### config.mk
export PLATFORM = sky130hd
export DESIGN_NAME = lsc_core
export DESIGN_NICKNAME = d
export VERILOG_FILES = /design/src/design/lsc_core.v
export VERILOG_INCLUDE_DIRS = /design/src /design/src/design
export SDC_FILE = /design/constraint.sdc
export NUM_CORES = 1
export LEC_CHECK = 0
export ABC_AREA = 1
export ABC_CLOCK_PERIOD_IN_PS = 34300
export BUFFER_PORTS_ARGS = -buffer_cell sky130_fd_sc_hd__buf_4
export CORE_UTILIZATION = 42
export CTS_CLUSTER_DIAMETER = 60
export CTS_CLUSTER_SIZE = 12
export DETAILED_ROUTE_END_ITERATION = 8
export PLACE_DENSITY_LB_ADDON = 0.3
export SETUP_SLACK_MARGIN = 0.2
export SLEW_MARGIN = 20
export SYNTH_ARGS = -nofsm -noshare
export SYNTH_HDL_FRONTEND = slang
export SYNTH_SLANG_ARGS = --single-unit
### constraint.sdc
create_clock -name clk -period 34.3 [get_ports clk]
set_input_delay 3.43 -clock clk [delete_from_list [all_inputs] [get_ports clk]]
set_output_delay 3.43 -clock clk [all_outputs]
set_load 0.03 [all_outputs]
### src/design/lsc_consts.vh
// Constants for the line status and special command block
// Contract
// - Read-only line-state register at C6
// - Read frame answered with ACK, address, value
// - Bits 0-2: fault, tx amp, rx amp
// - Bit3 undefined, bit4 RF busy, bit5 empty
// - Bit6 ack received, bit7 reads zero
// - Write-only special command register at C7
// - Decode join, write, clear, reload, factory codes
// - Join subcommands: halt, administrator, join
// - Serial join (not administrator) locks out push button
// - Join active blocks writes except halt
// - Halt completes before ACK is sent
// - Key-receive flag picks role at start
// - Successful join copies stored addresses
// - Write key to working or stored copy
// - Working key reloads from stored at reset
// - All-zero key means no key
// - Clear key zeroes selected copy
// - Reload copies stored key to working
// - Factory sequence restores stored defaults
// - Send reset message, then self reset
// - Push button also triggers factory reset
`ifndef LSC_CONSTS_VH
`define LSC_CONSTS_VH
`define LSC_HDR        8'hff
`define LSC_ESC        8'hfe
`define LSC_ESC_OFS    8'h80
`define LSC_ACK        8'h06
`define LSC_NACK       8'h15
`define LSC_ADDR_LINE  8'hc6
`define LSC_ADDR_CMD   8'hc7
`define LSC_OP_JOIN    8'h10
`define LSC_OP_WRITE_KEY   8'h11
`define LSC_OP_CLEAR_KEY  8'h12
`define LSC_OP_RELOAD_KEY  8'h13
`define LSC_OP_FACT    8'h20
`define LSC_FACT_B1    8'haa
`define LSC_FACT_B2    8'hbb
`define LSC_JOIN_HALT  8'h00
`define LSC_JOIN_ADMIN 8'h01
`define LSC_JOIN_PEER  8'h02
`define LSC_SEL_WORK   8'h01
`define LSC_SEL_STORE  8'h02
`define LSC_KEY_LEN    5'd16
`define LSC_MSG_LEN    5'd23
`define LSC_BIT_FAULT  0
`define LSC_BIT_TXAMP  1
`define LSC_BIT_RXAMP  2
`define LSC_BIT_CTS    3
`define LSC_BIT_RF     4
`define LSC_BIT_EMPTY  5
`define LSC_BIT_ACKRX  6
`define LSC_BIT_RSVD   7
`endif

### src/design/lsc_core.v
// Command frame interpreter for the line-state and special command registers
`timescale 1ns/1ns
`include "lsc_consts.vh"
module lsc_core
(
   input  wire         clk,
   input  wire         rst_b,
   input  wire         rx_valid,
   input  wire [7:0]   rx_byte,
   output wire         rx_ready,
   output wire         tx_valid,
   output wire [7:0]   tx_byte,
   input  wire         tx_ready,
   input  wire         fault_occurred_flag,
   input  wire         tx_amp_active,
   input  wire         rx_amp_active,
   input  wire         rf_transfer_active,
   input  wire         uart_buffer_empty,
   input  wire         ack_received,
   input  wire         key_receive_flag,
   input  wire         join_busy,
   input  wire         join_success,
   input  wire         pb_join_req,
   input  wire         pb_factory_req,
   output reg          join_start,
   output reg  [1:0]   join_mode,
   output reg          join_halt,
   output reg          join_as_admin,
   output reg          key_receive_clear,
   output reg          addr_copy,
   output reg          pb_join_go,
   output reg          pb_lock,
   output reg          nv_default_load,
   output reg          self_reset_req,
   output reg  [127:0] working_key,
   output wire         working_key_set,
   output wire         stored_key_set
);
   localparam S_IDLE  = 10'h001;
   localparam S_SIZE  = 10'h002;
   localparam S_MARK  = 10'h004;
   localparam S_KIND  = 10'h008;
   localparam S_RADDR = 10'h010;
   localparam S_DATA  = 10'h020;
   localparam S_EXEC  = 10'h040;
   localparam S_HALT  = 10'h080;
   localparam S_RESP  = 10'h100;
   localparam S_MSG   = 10'h200;
   reg [9:0]   state_r;
   reg [7:0]   rem_r;
   reg         esc_r;
   reg         is_read_r;
   reg [7:0]   addr_r;
   reg [4:0]   idx_r;
   reg [7:0]   cmd_r;
   reg [7:0]   sel_r;
   reg [7:0]   b2_r;
   reg [127:0] key_buf_r;
   reg [127:0] stored_key_r;
   reg [23:0]  resp_r;
   reg [1:0]   resp_cnt_r;
   reg [4:0]   msg_idx_r;
   reg         load_pend_r;
   reg         busy_q_r;
   wire [7:0] line_state;
   wire       take;
   wire       last;
   wire [7:0] dec_byte;
   wire       write_ok;
   assign line_state[`LSC_BIT_FAULT] = fault_occurred_flag;
   assign line_state[`LSC_BIT_TXAMP] = tx_amp_active;
   assign line_state[`LSC_BIT_RXAMP] = rx_amp_active;
   // Undefined bit reads zero so the value is repeatable
   assign line_state[`LSC_BIT_CTS]   = 1'b0;
   assign line_state[`LSC_BIT_RF]    = rf_transfer_active;
   assign line_state[`LSC_BIT_EMPTY] = uart_buffer_empty;
   assign line_state[`LSC_BIT_ACKRX] = ack_received;
   assign line_state[`LSC_BIT_RSVD]  = 1'b0;
   assign rx_ready = (state_r[0] | state_r[1] | state_r[2] | state_r[3] | state_r[4]
                      | state_r[5]);
   assign take     = rx_valid & rx_ready;
   assign last     = (rem_r == 8'h01);
   assign dec_byte = esc_r ? rx_byte + `LSC_ESC_OFS : rx_byte;
   assign tx_valid = state_r[8] | state_r[9];
   assign tx_byte  = resp_r[23:16];

   assign working_key_set = |working_key;
   assign stored_key_set  = |stored_key_r;

   // Halt is never refused, everything else is refused while the join is busy
   assign write_ok = ~join_busy
                     | ((cmd_r == `LSC_OP_JOIN) && (sel_r == `LSC_JOIN_HALT));
   localparam [183:0] RESET_TEXT = "\015\012Configuration Reset\015\012";
   function [7:0] msg_char;
      input [4:0] i;
      msg_char = (i < `LSC_MSG_LEN) ? RESET_TEXT[183 - 8 * i -: 8] : 8'h00;
   endfunction
   // Stored copy has no reset: it models the non-volatile key
   always @(posedge clk)
   begin
      if (state_r[6] && !is_read_r && addr_r == `LSC_ADDR_CMD && write_ok)
      begin
         if (cmd_r == `LSC_OP_WRITE_KEY && sel_r == `LSC_SEL_STORE
             && idx_r == `LSC_KEY_LEN + 5'd2)
            stored_key_r <= key_buf_r;
         else if (cmd_r == `LSC_OP_CLEAR_KEY && sel_r == `LSC_SEL_STORE && idx_r >= 5'd2)
            stored_key_r <= 128'h0;
         else if (cmd_r == `LSC_OP_FACT && idx_r == 5'd3 && sel_r == `LSC_FACT_B1
                  && b2_r == `LSC_FACT_B2)
            stored_key_r <= 128'h0;
      end
      else if (state_r[0] && pb_factory_req && !pb_lock)
         stored_key_r <= 128'h0;
   end

   always @(posedge clk or negedge rst_b)
   begin
      if (!rst_b)
      begin
         state_r           <= S_IDLE;
         rem_r             <= 8'h00;
         esc_r             <= 1'b0;
         is_read_r         <= 1'b0;
         addr_r            <= 8'h00;
         idx_r             <= 5'd0;
         cmd_r             <= 8'h00;
         sel_r             <= 8'h00;
         b2_r              <= 8'h00;
         key_buf_r         <= 128'h0;
         resp_r            <= 24'h0;
         resp_cnt_r        <= 2'd0;
         msg_idx_r         <= 5'd0;
         load_pend_r       <= 1'b1;
         busy_q_r          <= 1'b0;
         working_key       <= 128'h0;
         join_start        <= 1'b0;
         join_mode         <= 2'd0;
         join_halt         <= 1'b0;
         join_as_admin     <= 1'b0;
         key_receive_clear <= 1'b0;
         addr_copy         <= 1'b0;
         pb_join_go        <= 1'b0;
         pb_lock           <= 1'b0;
         nv_default_load   <= 1'b0;
         self_reset_req    <= 1'b0;
      end
      else
      begin
         join_start        <= 1'b0;
         join_halt         <= 1'b0;
         key_receive_clear <= 1'b0;
         nv_default_load   <= 1'b0;
         self_reset_req    <= 1'b0;
         busy_q_r          <= join_busy;
         addr_copy         <= join_success;
         pb_join_go        <= pb_join_req & ~pb_lock;
         load_pend_r       <= 1'b0;
         if (load_pend_r)
            working_key <= stored_key_r;
         if (busy_q_r && !join_busy)
            pb_lock <= 1'b0;
         if (take && rx_byte == `LSC_HDR)
         begin
            // Header cannot occur escaped, so it always restarts a frame
            state_r <= S_SIZE;
         end
         else
         begin
            case (state_r)
               S_IDLE:
               begin
                  if (pb_factory_req && !pb_lock)
                  begin
                     nv_default_load <= 1'b1;
                     resp_r[23:16]   <= msg_char(5'd0);
                     msg_idx_r       <= 5'd1;
                     state_r         <= S_MSG;
                  end
               end
               S_SIZE:
               begin
                  if (take)
                  begin
                     rem_r   <= rx_byte;
                     esc_r   <= 1'b0;
                     idx_r   <= 5'd0;
                     state_r <= (rx_byte == 8'h00) ? S_IDLE : S_MARK;
                  end
               end
               S_MARK:
               begin
                  if (take)
                  begin
                     rem_r   <= rem_r - 8'h01;
                     state_r <= (last || rx_byte != `LSC_ESC) ? S_IDLE : S_KIND;
                  end
               end
               S_KIND:
               begin
                  if (take)
                  begin
                     rem_r     <= rem_r - 8'h01;
                     is_read_r <= (rx_byte == `LSC_ESC);
                     addr_r    <= rx_byte + `LSC_ESC_OFS;
                     if (last)
                        state_r <= S_EXEC;
                     else
                        state_r <= (rx_byte == `LSC_ESC) ? S_RADDR : S_DATA;
                  end
               end
               S_RADDR:
               begin
                  if (take)
                  begin
                     rem_r   <= rem_r - 8'h01;
                     addr_r  <= rx_byte + `LSC_ESC_OFS;
                     state_r <= S_EXEC;
                  end
               end
               S_DATA:
               begin
                  if (take)
                  begin
                     rem_r <= rem_r - 8'h01;
                     if (rx_byte == `LSC_ESC && !esc_r)
                        esc_r <= 1'b1;
                     else
                     begin
                        esc_r <= 1'b0;
                        if (idx_r != 5'd31)
                           idx_r <= idx_r + 5'd1;
                        if (idx_r == 5'd0)
                           cmd_r <= dec_byte;
                        else if (idx_r == 5'd1)
                           sel_r <= dec_byte;
                        else
                           key_buf_r <= {key_buf_r[119:0], dec_byte};
                        if (idx_r == 5'd2)
                           b2_r <= dec_byte;
                     end
                     if (last)
                        state_r <= S_EXEC;
                  end
               end
               S_EXEC:
               begin
                  resp_cnt_r <= 2'd0;
                  resp_r     <= {`LSC_NACK, 16'h0};
                  state_r    <= S_RESP;
                  if (is_read_r)
                  begin
                     if (addr_r == `LSC_ADDR_LINE)
                     begin
                        resp_r     <= {`LSC_ACK, `LSC_ADDR_LINE, line_state};
                        resp_cnt_r <= 2'd2;
                     end
                  end
                  else if (addr_r == `LSC_ADDR_CMD && idx_r != 5'd0 && write_ok)
                  begin
                     resp_r <= {`LSC_ACK, 16'h0};
                     case (cmd_r)
                        `LSC_OP_JOIN:
                        begin
                           if (sel_r == `LSC_JOIN_HALT)
                           begin
                              join_halt <= 1'b1;
                              state_r   <= S_HALT;
                           end
                           else if (sel_r == `LSC_JOIN_ADMIN || sel_r == `LSC_JOIN_PEER)
                           begin
                              join_start    <= 1'b1;
                              join_mode     <= sel_r[1:0];
                              join_as_admin <= ~key_receive_flag;
                              if (sel_r == `LSC_JOIN_ADMIN)
                                 key_receive_clear <= 1'b1;
                              else
                                 pb_lock <= 1'b1;
                           end
                        end
                        `LSC_OP_WRITE_KEY:
                           if (sel_r == `LSC_SEL_WORK && idx_r == `LSC_KEY_LEN + 5'd2)
                              working_key <= key_buf_r;
                        `LSC_OP_CLEAR_KEY:
                           if (sel_r == `LSC_SEL_WORK)
                              working_key <= 128'h0;
                        `LSC_OP_RELOAD_KEY:
                           working_key <= stored_key_r;
                        `LSC_OP_FACT:
                           if (idx_r == 5'd3 && sel_r == `LSC_FACT_B1
                               && b2_r == `LSC_FACT_B2)
                           begin
                              nv_default_load <= 1'b1;
                              resp_r[23:16]   <= msg_char(5'd0);
                              msg_idx_r       <= 5'd1;
                              state_r         <= S_MSG;
                           end
                        default:
                           resp_r <= {`LSC_NACK, 16'h0};
                     endcase
                  end
               end
               S_HALT:
               begin
                  // Ack held back until the join engine reports idle
                  if (!join_busy)
                     state_r <= S_RESP;
               end
               S_RESP:
               begin
                  if (tx_ready)
                  begin
                     resp_r     <= {resp_r[15:0], 8'h00};
                     resp_cnt_r <= resp_cnt_r - 2'd1;
                     if (resp_cnt_r == 2'd0)
                        state_r <= S_IDLE;
                  end
               end
               S_MSG:
               begin
                  if (tx_ready)
                  begin
                     resp_r[23:16] <= msg_char(msg_idx_r);
                     msg_idx_r     <= msg_idx_r + 5'd1;
                     if (msg_idx_r == `LSC_MSG_LEN)
                     begin
                        self_reset_req <= 1'b1;
                        state_r        <= S_IDLE;
                     end
                  end
               end
               default:
                  state_r <= S_IDLE;
            endcase
         end
      end
   end
endmodule

### Yosys cells after proc, flatten, opt, wreduce, memory -nomap -nowiden

Cells that the tools add are included.

| word-level totals | value |
|---|---|
| flip-flop bits (word level) | 485 |
| bits of input ports | 23 |
| output and inout port bits | 151 |
| logic and storage cells | 282 |

| operators by class | value |
|---|---|
| add/sub/neg operators | 6 |
| order comparisons | 2 |
| equality and inequality tests | 56 |
| shift-type cells | 1 |
| muxes and demuxes | 112 |
| bitwise operators | 18 |
| reduce and logical (&&, ||, !) cells | 59 |

Operator list:

| operator | count |
|---|---|
| two-way mux 128 bit | 12 |
| one-hot mux 128 bit (3 select lines) | 1 |
| OR reduction 128 bit | 2 |
| variable part select 191 x 33 -> 8 bit, first input constant | 1 |
| two-way mux 10 bit | 16 |
| one-hot mux 10 bit (10 select lines) | 1 |
| two-way mux 24 bit | 3 |
| two-way mux 5 bit | 10 |
| equality test 8 bit, second input constant | 6 |
| two-way mux 8 bit | 6 |
| two-way mux 1 bit | 43 |
| inequality test 3 bit, second input constant | 12 |
| equality test 8 x 5 -> 1 bit, second input constant | 4 |
| one-hot mux 16 bit (2 select lines) | 1 |
| one-hot mux 8 bit (4 select lines) | 1 |
| logical AND 1 bit | 22 |
| inequality test 2 bit, second input constant | 11 |
| two-way mux 21 bit | 1 |
| one-hot mux 10 bit (2 select lines) | 1 |
| one-hot mux 5 bit (2 select lines) | 2 |
| AND reduction 6 bit | 3 |
| equality test 8 x 1 -> 1 bit, second input constant | 2 |
| zero test 8 bit | 2 |
| one-hot mux 8 bit (2 select lines) | 1 |
| other kinds (55) | 90 |

### Logic depth before layout (Yosys ltp)

| depth | value |
|---|---|
| depth after elaboration | 11 |
| gate-level depth with buffers | 14 |
| gate-level depth less buffers | 14 |

### Worst setup path after synthesis

No wires, ideal clock.

| timing path | value |
|---|---|
| path type | in2reg |
| start point | in join_busy |
| end point | reg stored_key_r[0], enable pin |
| library setup time | 792 ps |
| data arrival time | 12602 ps |
| data required time | 33508 ps |
| path slack | 20907 ps |
| stages | 3 |
| path buffers | 0 |
| cells stage by stage | nand2_4 nand4_1 o21ai_0 |

| on the way | value |
|---|---|
| cells in the longest elaborated chain, start to end | 5 |
| elaborated cells between the ends (all ways) | 6 |
| those cells by class | 1 x eq/ne; 2 x bitwise; 3 x reduce/logical |

RTL lines:

| item | line | text |
|---|---|---|
| start: declaration | lsc_core.v:21 | `input wire join_busy,` |
| NOT 1 bit (*) | lsc_core.v:91 | `assign write_ok = ~join_busy` |
| OR 1 bit (*) | lsc_core.v:91 |  |
| logical AND 1 bit (*) | lsc_core.v:101 | `` if (state_r[6] && !is_read_r && addr_r == `LSC_ADDR_CMD && write_ok) `` |
| inequality test 4 x 1 -> 1 bit (no source line) or nonzero test 2 bit (tied branches) | -- |  |
| AND reduction 2 bit (no source line) (*) | -- |  |
| end signal: assignment | lsc_core.v:105 | `stored_key_r <= key_buf_r;` |
| end: declaration | lsc_core.v:59 | `reg [127:0] stored_key_r;` |

Mark *: on every way between the ends. The rest lies on a longest branch, timed or not.
A chain may end at the register's enable or synchronous reset.

### Final worst setup path

| timing path | value |
|---|---|
| start point | reg stored_key_r[27] |
| end point | out stored_key_set |

| on the way | value |
|---|---|
| cells in the longest elaborated chain, start to end | 1 |

RTL lines:

| item | line | text |
|---|---|---|
| OR reduction 128 bit | lsc_core.v:88 | `assign stored_key_set = \|stored_key_r;` |
| end: declaration | lsc_core.v:37 | `output wire stored_key_set` |

Every way passes these cells.

==> impl_metrics.csv <==
group,metric,value,unit
final_layout,fillers,5310,
cts,cts_resized,0,
final_layout,nets,2975,
sta,slew_violations,0,
final_layout,antennaDiodeCount,0,
floorplanning,coreArea,55100,um^2
sta,tightest_slew,1160,ps
synthesis,synth_cell_type_count,46,
pwr,vdd_drop_max,0.0383,mV
sta,finalCriticalPeriod,6240,ps
setup_path,rrSetupSlack,30410,ps
synthesis,synth_warnings,0,
synthesis,syn_inst,2849,
cts,cts_tree,"yes",
run,drv_cap,0,
synthesis,synth_area,23400,um^2
pwr,p_leak,11.5,nW
floorplanning,placementRows,86,
global_routing,grt_overflow,0,
detailed_routing,ant_nets,0,
cts,cts_setup_buffers,0,
synthesis,ys_seq_elements,482,
final_layout,final_common_cell,"nand2_1",
sta,rsz0062_at_grt,"no",
setup_path,crit_required,30870,ps
floorplanning,die_h,238,um
global_routing,grt_pass1_wl,97100,um
detailed_routing,num_vias,19400,
setup_path,path_class,"register to output pin",
synthesis,synth_edf_count,128,
detailed_routing,drc_errors,0,
global_routing,globalRouteTotalUtil,0.213,
sta,fmax,0.160,GHz
sta,relSlewSlack,0.230,
synthesis,synthArstFlopShare,0.734,
setup_path,arrival,2810,ps
global_routing,grt_pass1_vias,18200,
place,portBuffers,173,
setup_path,crit_path_end_kind,"output pin",
setup_path,critical_path.reg2reg.endpoint,"working_key[28]",
detailed_routing,drt_wl_total,60700,um
cts,clk_latency,590,ps
pwr,fin_total_pwr,1.50,mW
synthesis,synth_flop_cell,"dfrtp_1",
sta,fin_skew,21.0,ps
worst_hold_path,hold_class,"register to register",
detailed_routing,drt_pass1_iterations,5,
setup_path,rr_worst_depth,9,
cts,cts_buffers,49,
setup_path,critPathLaunchType,"register",
cts,cts_sinks,482,
sta,fin_setup_tns,0,ps
synthesis,syn_nets,2881,
place,hpwl,40700,um
setup_path,crit_path_start,"stored_key_r[27]",
setup_path,crit_end,"stored_key_set",
floorplanning,die_x,238,um
setup_path,r2r_start,"state_r[8]",
setup_path,path_max_fanout,3,
cts,clock_path_buffers,3,
cts,htreeDepth,2,
cts,ctsRootBufferMaster,"clkbuf_16",
detailed_routing,vias_per_cell,5.21,
sta,fin_crit_sh,0.182,
place,place.gp.congestion,0.895,
sta,finalHoldViolCount,0,
sta,setup_viol,0,
final_layout,multi_input_area,8510,um^2
global_routing,grt_max_degree,257,
synthesis,syn_area_per_cell,8.22,um^2
floorplanning,initial_core_util,0.425,
final_layout,regArea,12700,um^2
final_layout,final_layout_size_suffix_gt1_frac,0.0963,
floorplanning,die-area,56700,um^2
pwr,p_per_area,56.7,nW/um^2
cts,cts_hold_buffers,0,
final_layout,synthToLayoutAreaGrowth,12.8,%
detailed_routing,first_iter_violations,1484,
final_layout,most-common-layout-cells,"730 x nand2_1, 366 x inv_1, 354 x nor2_1",
synthesis,yosysSeqAreaShare,0.543,
status,status,"complete, no violations",
detailed_routing,routedWlPerCell,16.3,um
floorplanning,io_pins,174,
cts,cts.reportedPaths.clkPinSlew,60,ps
global_routing,antenna_found_initial,0,
## synthesized netlist by cell type (3+ instances only)
library cell,instances,area share
nand2_1,731,0.12
inv_1,366,0.059
nor2_1,354,0.057
dfrtp_1,352,0.38
a21oi_1,158,0.034
o21ai_0,135,0.029
o22ai_1,130,0.035
edfxtp_1,128,0.16
nand3_1,78,0.017
o21ai_1,73,0.016
nand4_1,64,0.017
clkbuf_1,61,0.0098
nor4_1,43,0.011
buf_4,32,0.010
buf_2,25,0.0053
buf_6,21,0.010
nor3_1,21,0.0045
nor2_2,11,0.0029
ha_1,9,0.0048
clkbuf_2,5,0.0011
nor2_4,5,0.0024
inv_2,4,0.00064
nand2_2,4,0.0011
nand3b_1,4,0.0013
xor2_1,4,0.0015
nand2_4,3,0.0014
## power breakdown
group          total (mW)  leakage, nW  internal, mW  switching [mW]
registers           0.697         5.67         0.657          0.0400
clock network       0.501        0.689         0.272           0.228
logic               0.299         5.17        0.0883           0.211
## sequential cells by signal, summed over array words and instances, names as in the netlist, 2 cells and up
| name | count |
|---|---|
| stored_key_r | 128 |
| key_buf_r | 128 |
| msg_idx_r | 5 |
| state_r | 10 |
| sel_r | 8 |
| cmd_r | 8 |
| addr_r | 8 |
| join_mode | 2 |
| idx_r | 5 |
| working_key | 128 |
| b2_r | 8 |
| resp_r | 21 |
| rem_r | 8 |
| resp_cnt_r | 2 |
## worst max-delay path, stage by stage (launching register included)
cell and delay, ps:
edfxtp_1 360, inv_1 120, nand4_1 120, nor4_1 730
nand4_1 300, or2_2 400, buf_4 180
## worst min-delay path by stage
stage / start / endpoint / slack (ps) / cells after the start
after floorplan: resp_r[15] / resp_r[15] / 440 / 2
after CTS: resp_r[15] / resp_r[15] / 480 / 2
after global placement: resp_r[15] / resp_r[15] / 460 / 2
after global routing: pb_lock / pb_join_go / 500 / 1
after detailed placement: resp_r[15] / resp_r[15] / 460 / 2
final: pb_lock / pb_join_go / 480 / 1
## metal layers
metal,share of wire,wire length (um),vias up,track usage
li1,-,-,9463,-
met1,0.44,26700,9322,0.292
met2,0.47,28800,577,0.353
met3,0.062,3780,83,0.0307
met4,0.022,1360,0,0.0559
met5,0,0,-,0
## kinds of logic (layout without fill, tap and decap cells)
family                     after synthesis  after routing  synth area share
and+or+nand+nor                       1330           1330             0.238
buffers and inverters                  515            647            0.0961
AOI/OAI and AO/OA                      506            506             0.116
DFF                                    482            482             0.543
adders and majority gates                9              9           0.00481
xor gates and xnor gates                 6              6           0.00225
other                                    1              1          0.000160
## stage by stage
step                      instances  setup WS (ps)  hold slack, ps   util  area [um^2]
after floorplan                2849          20910             443      -        23400
after global placement         3640          28250             457  0.453        25000
after detailed placement       3640          28170             464  0.453        25000
after CTS                      3729          27980             479  0.479        26400
after global routing           3729          27980             498  0.479        26400
final                          3729          28060             475  0.479        26400
## final cells by class
cell class                 instances  share of cell area
sequential                       482               0.481
clock inverter                     9             0.00261
multi-input combinational       1852               0.322
clock buffer                      80              0.0516
inverter                         371              0.0527
tap                              748              0.0354
timing repair buffer             187              0.0542
Power figures use the tool's default switching activity.
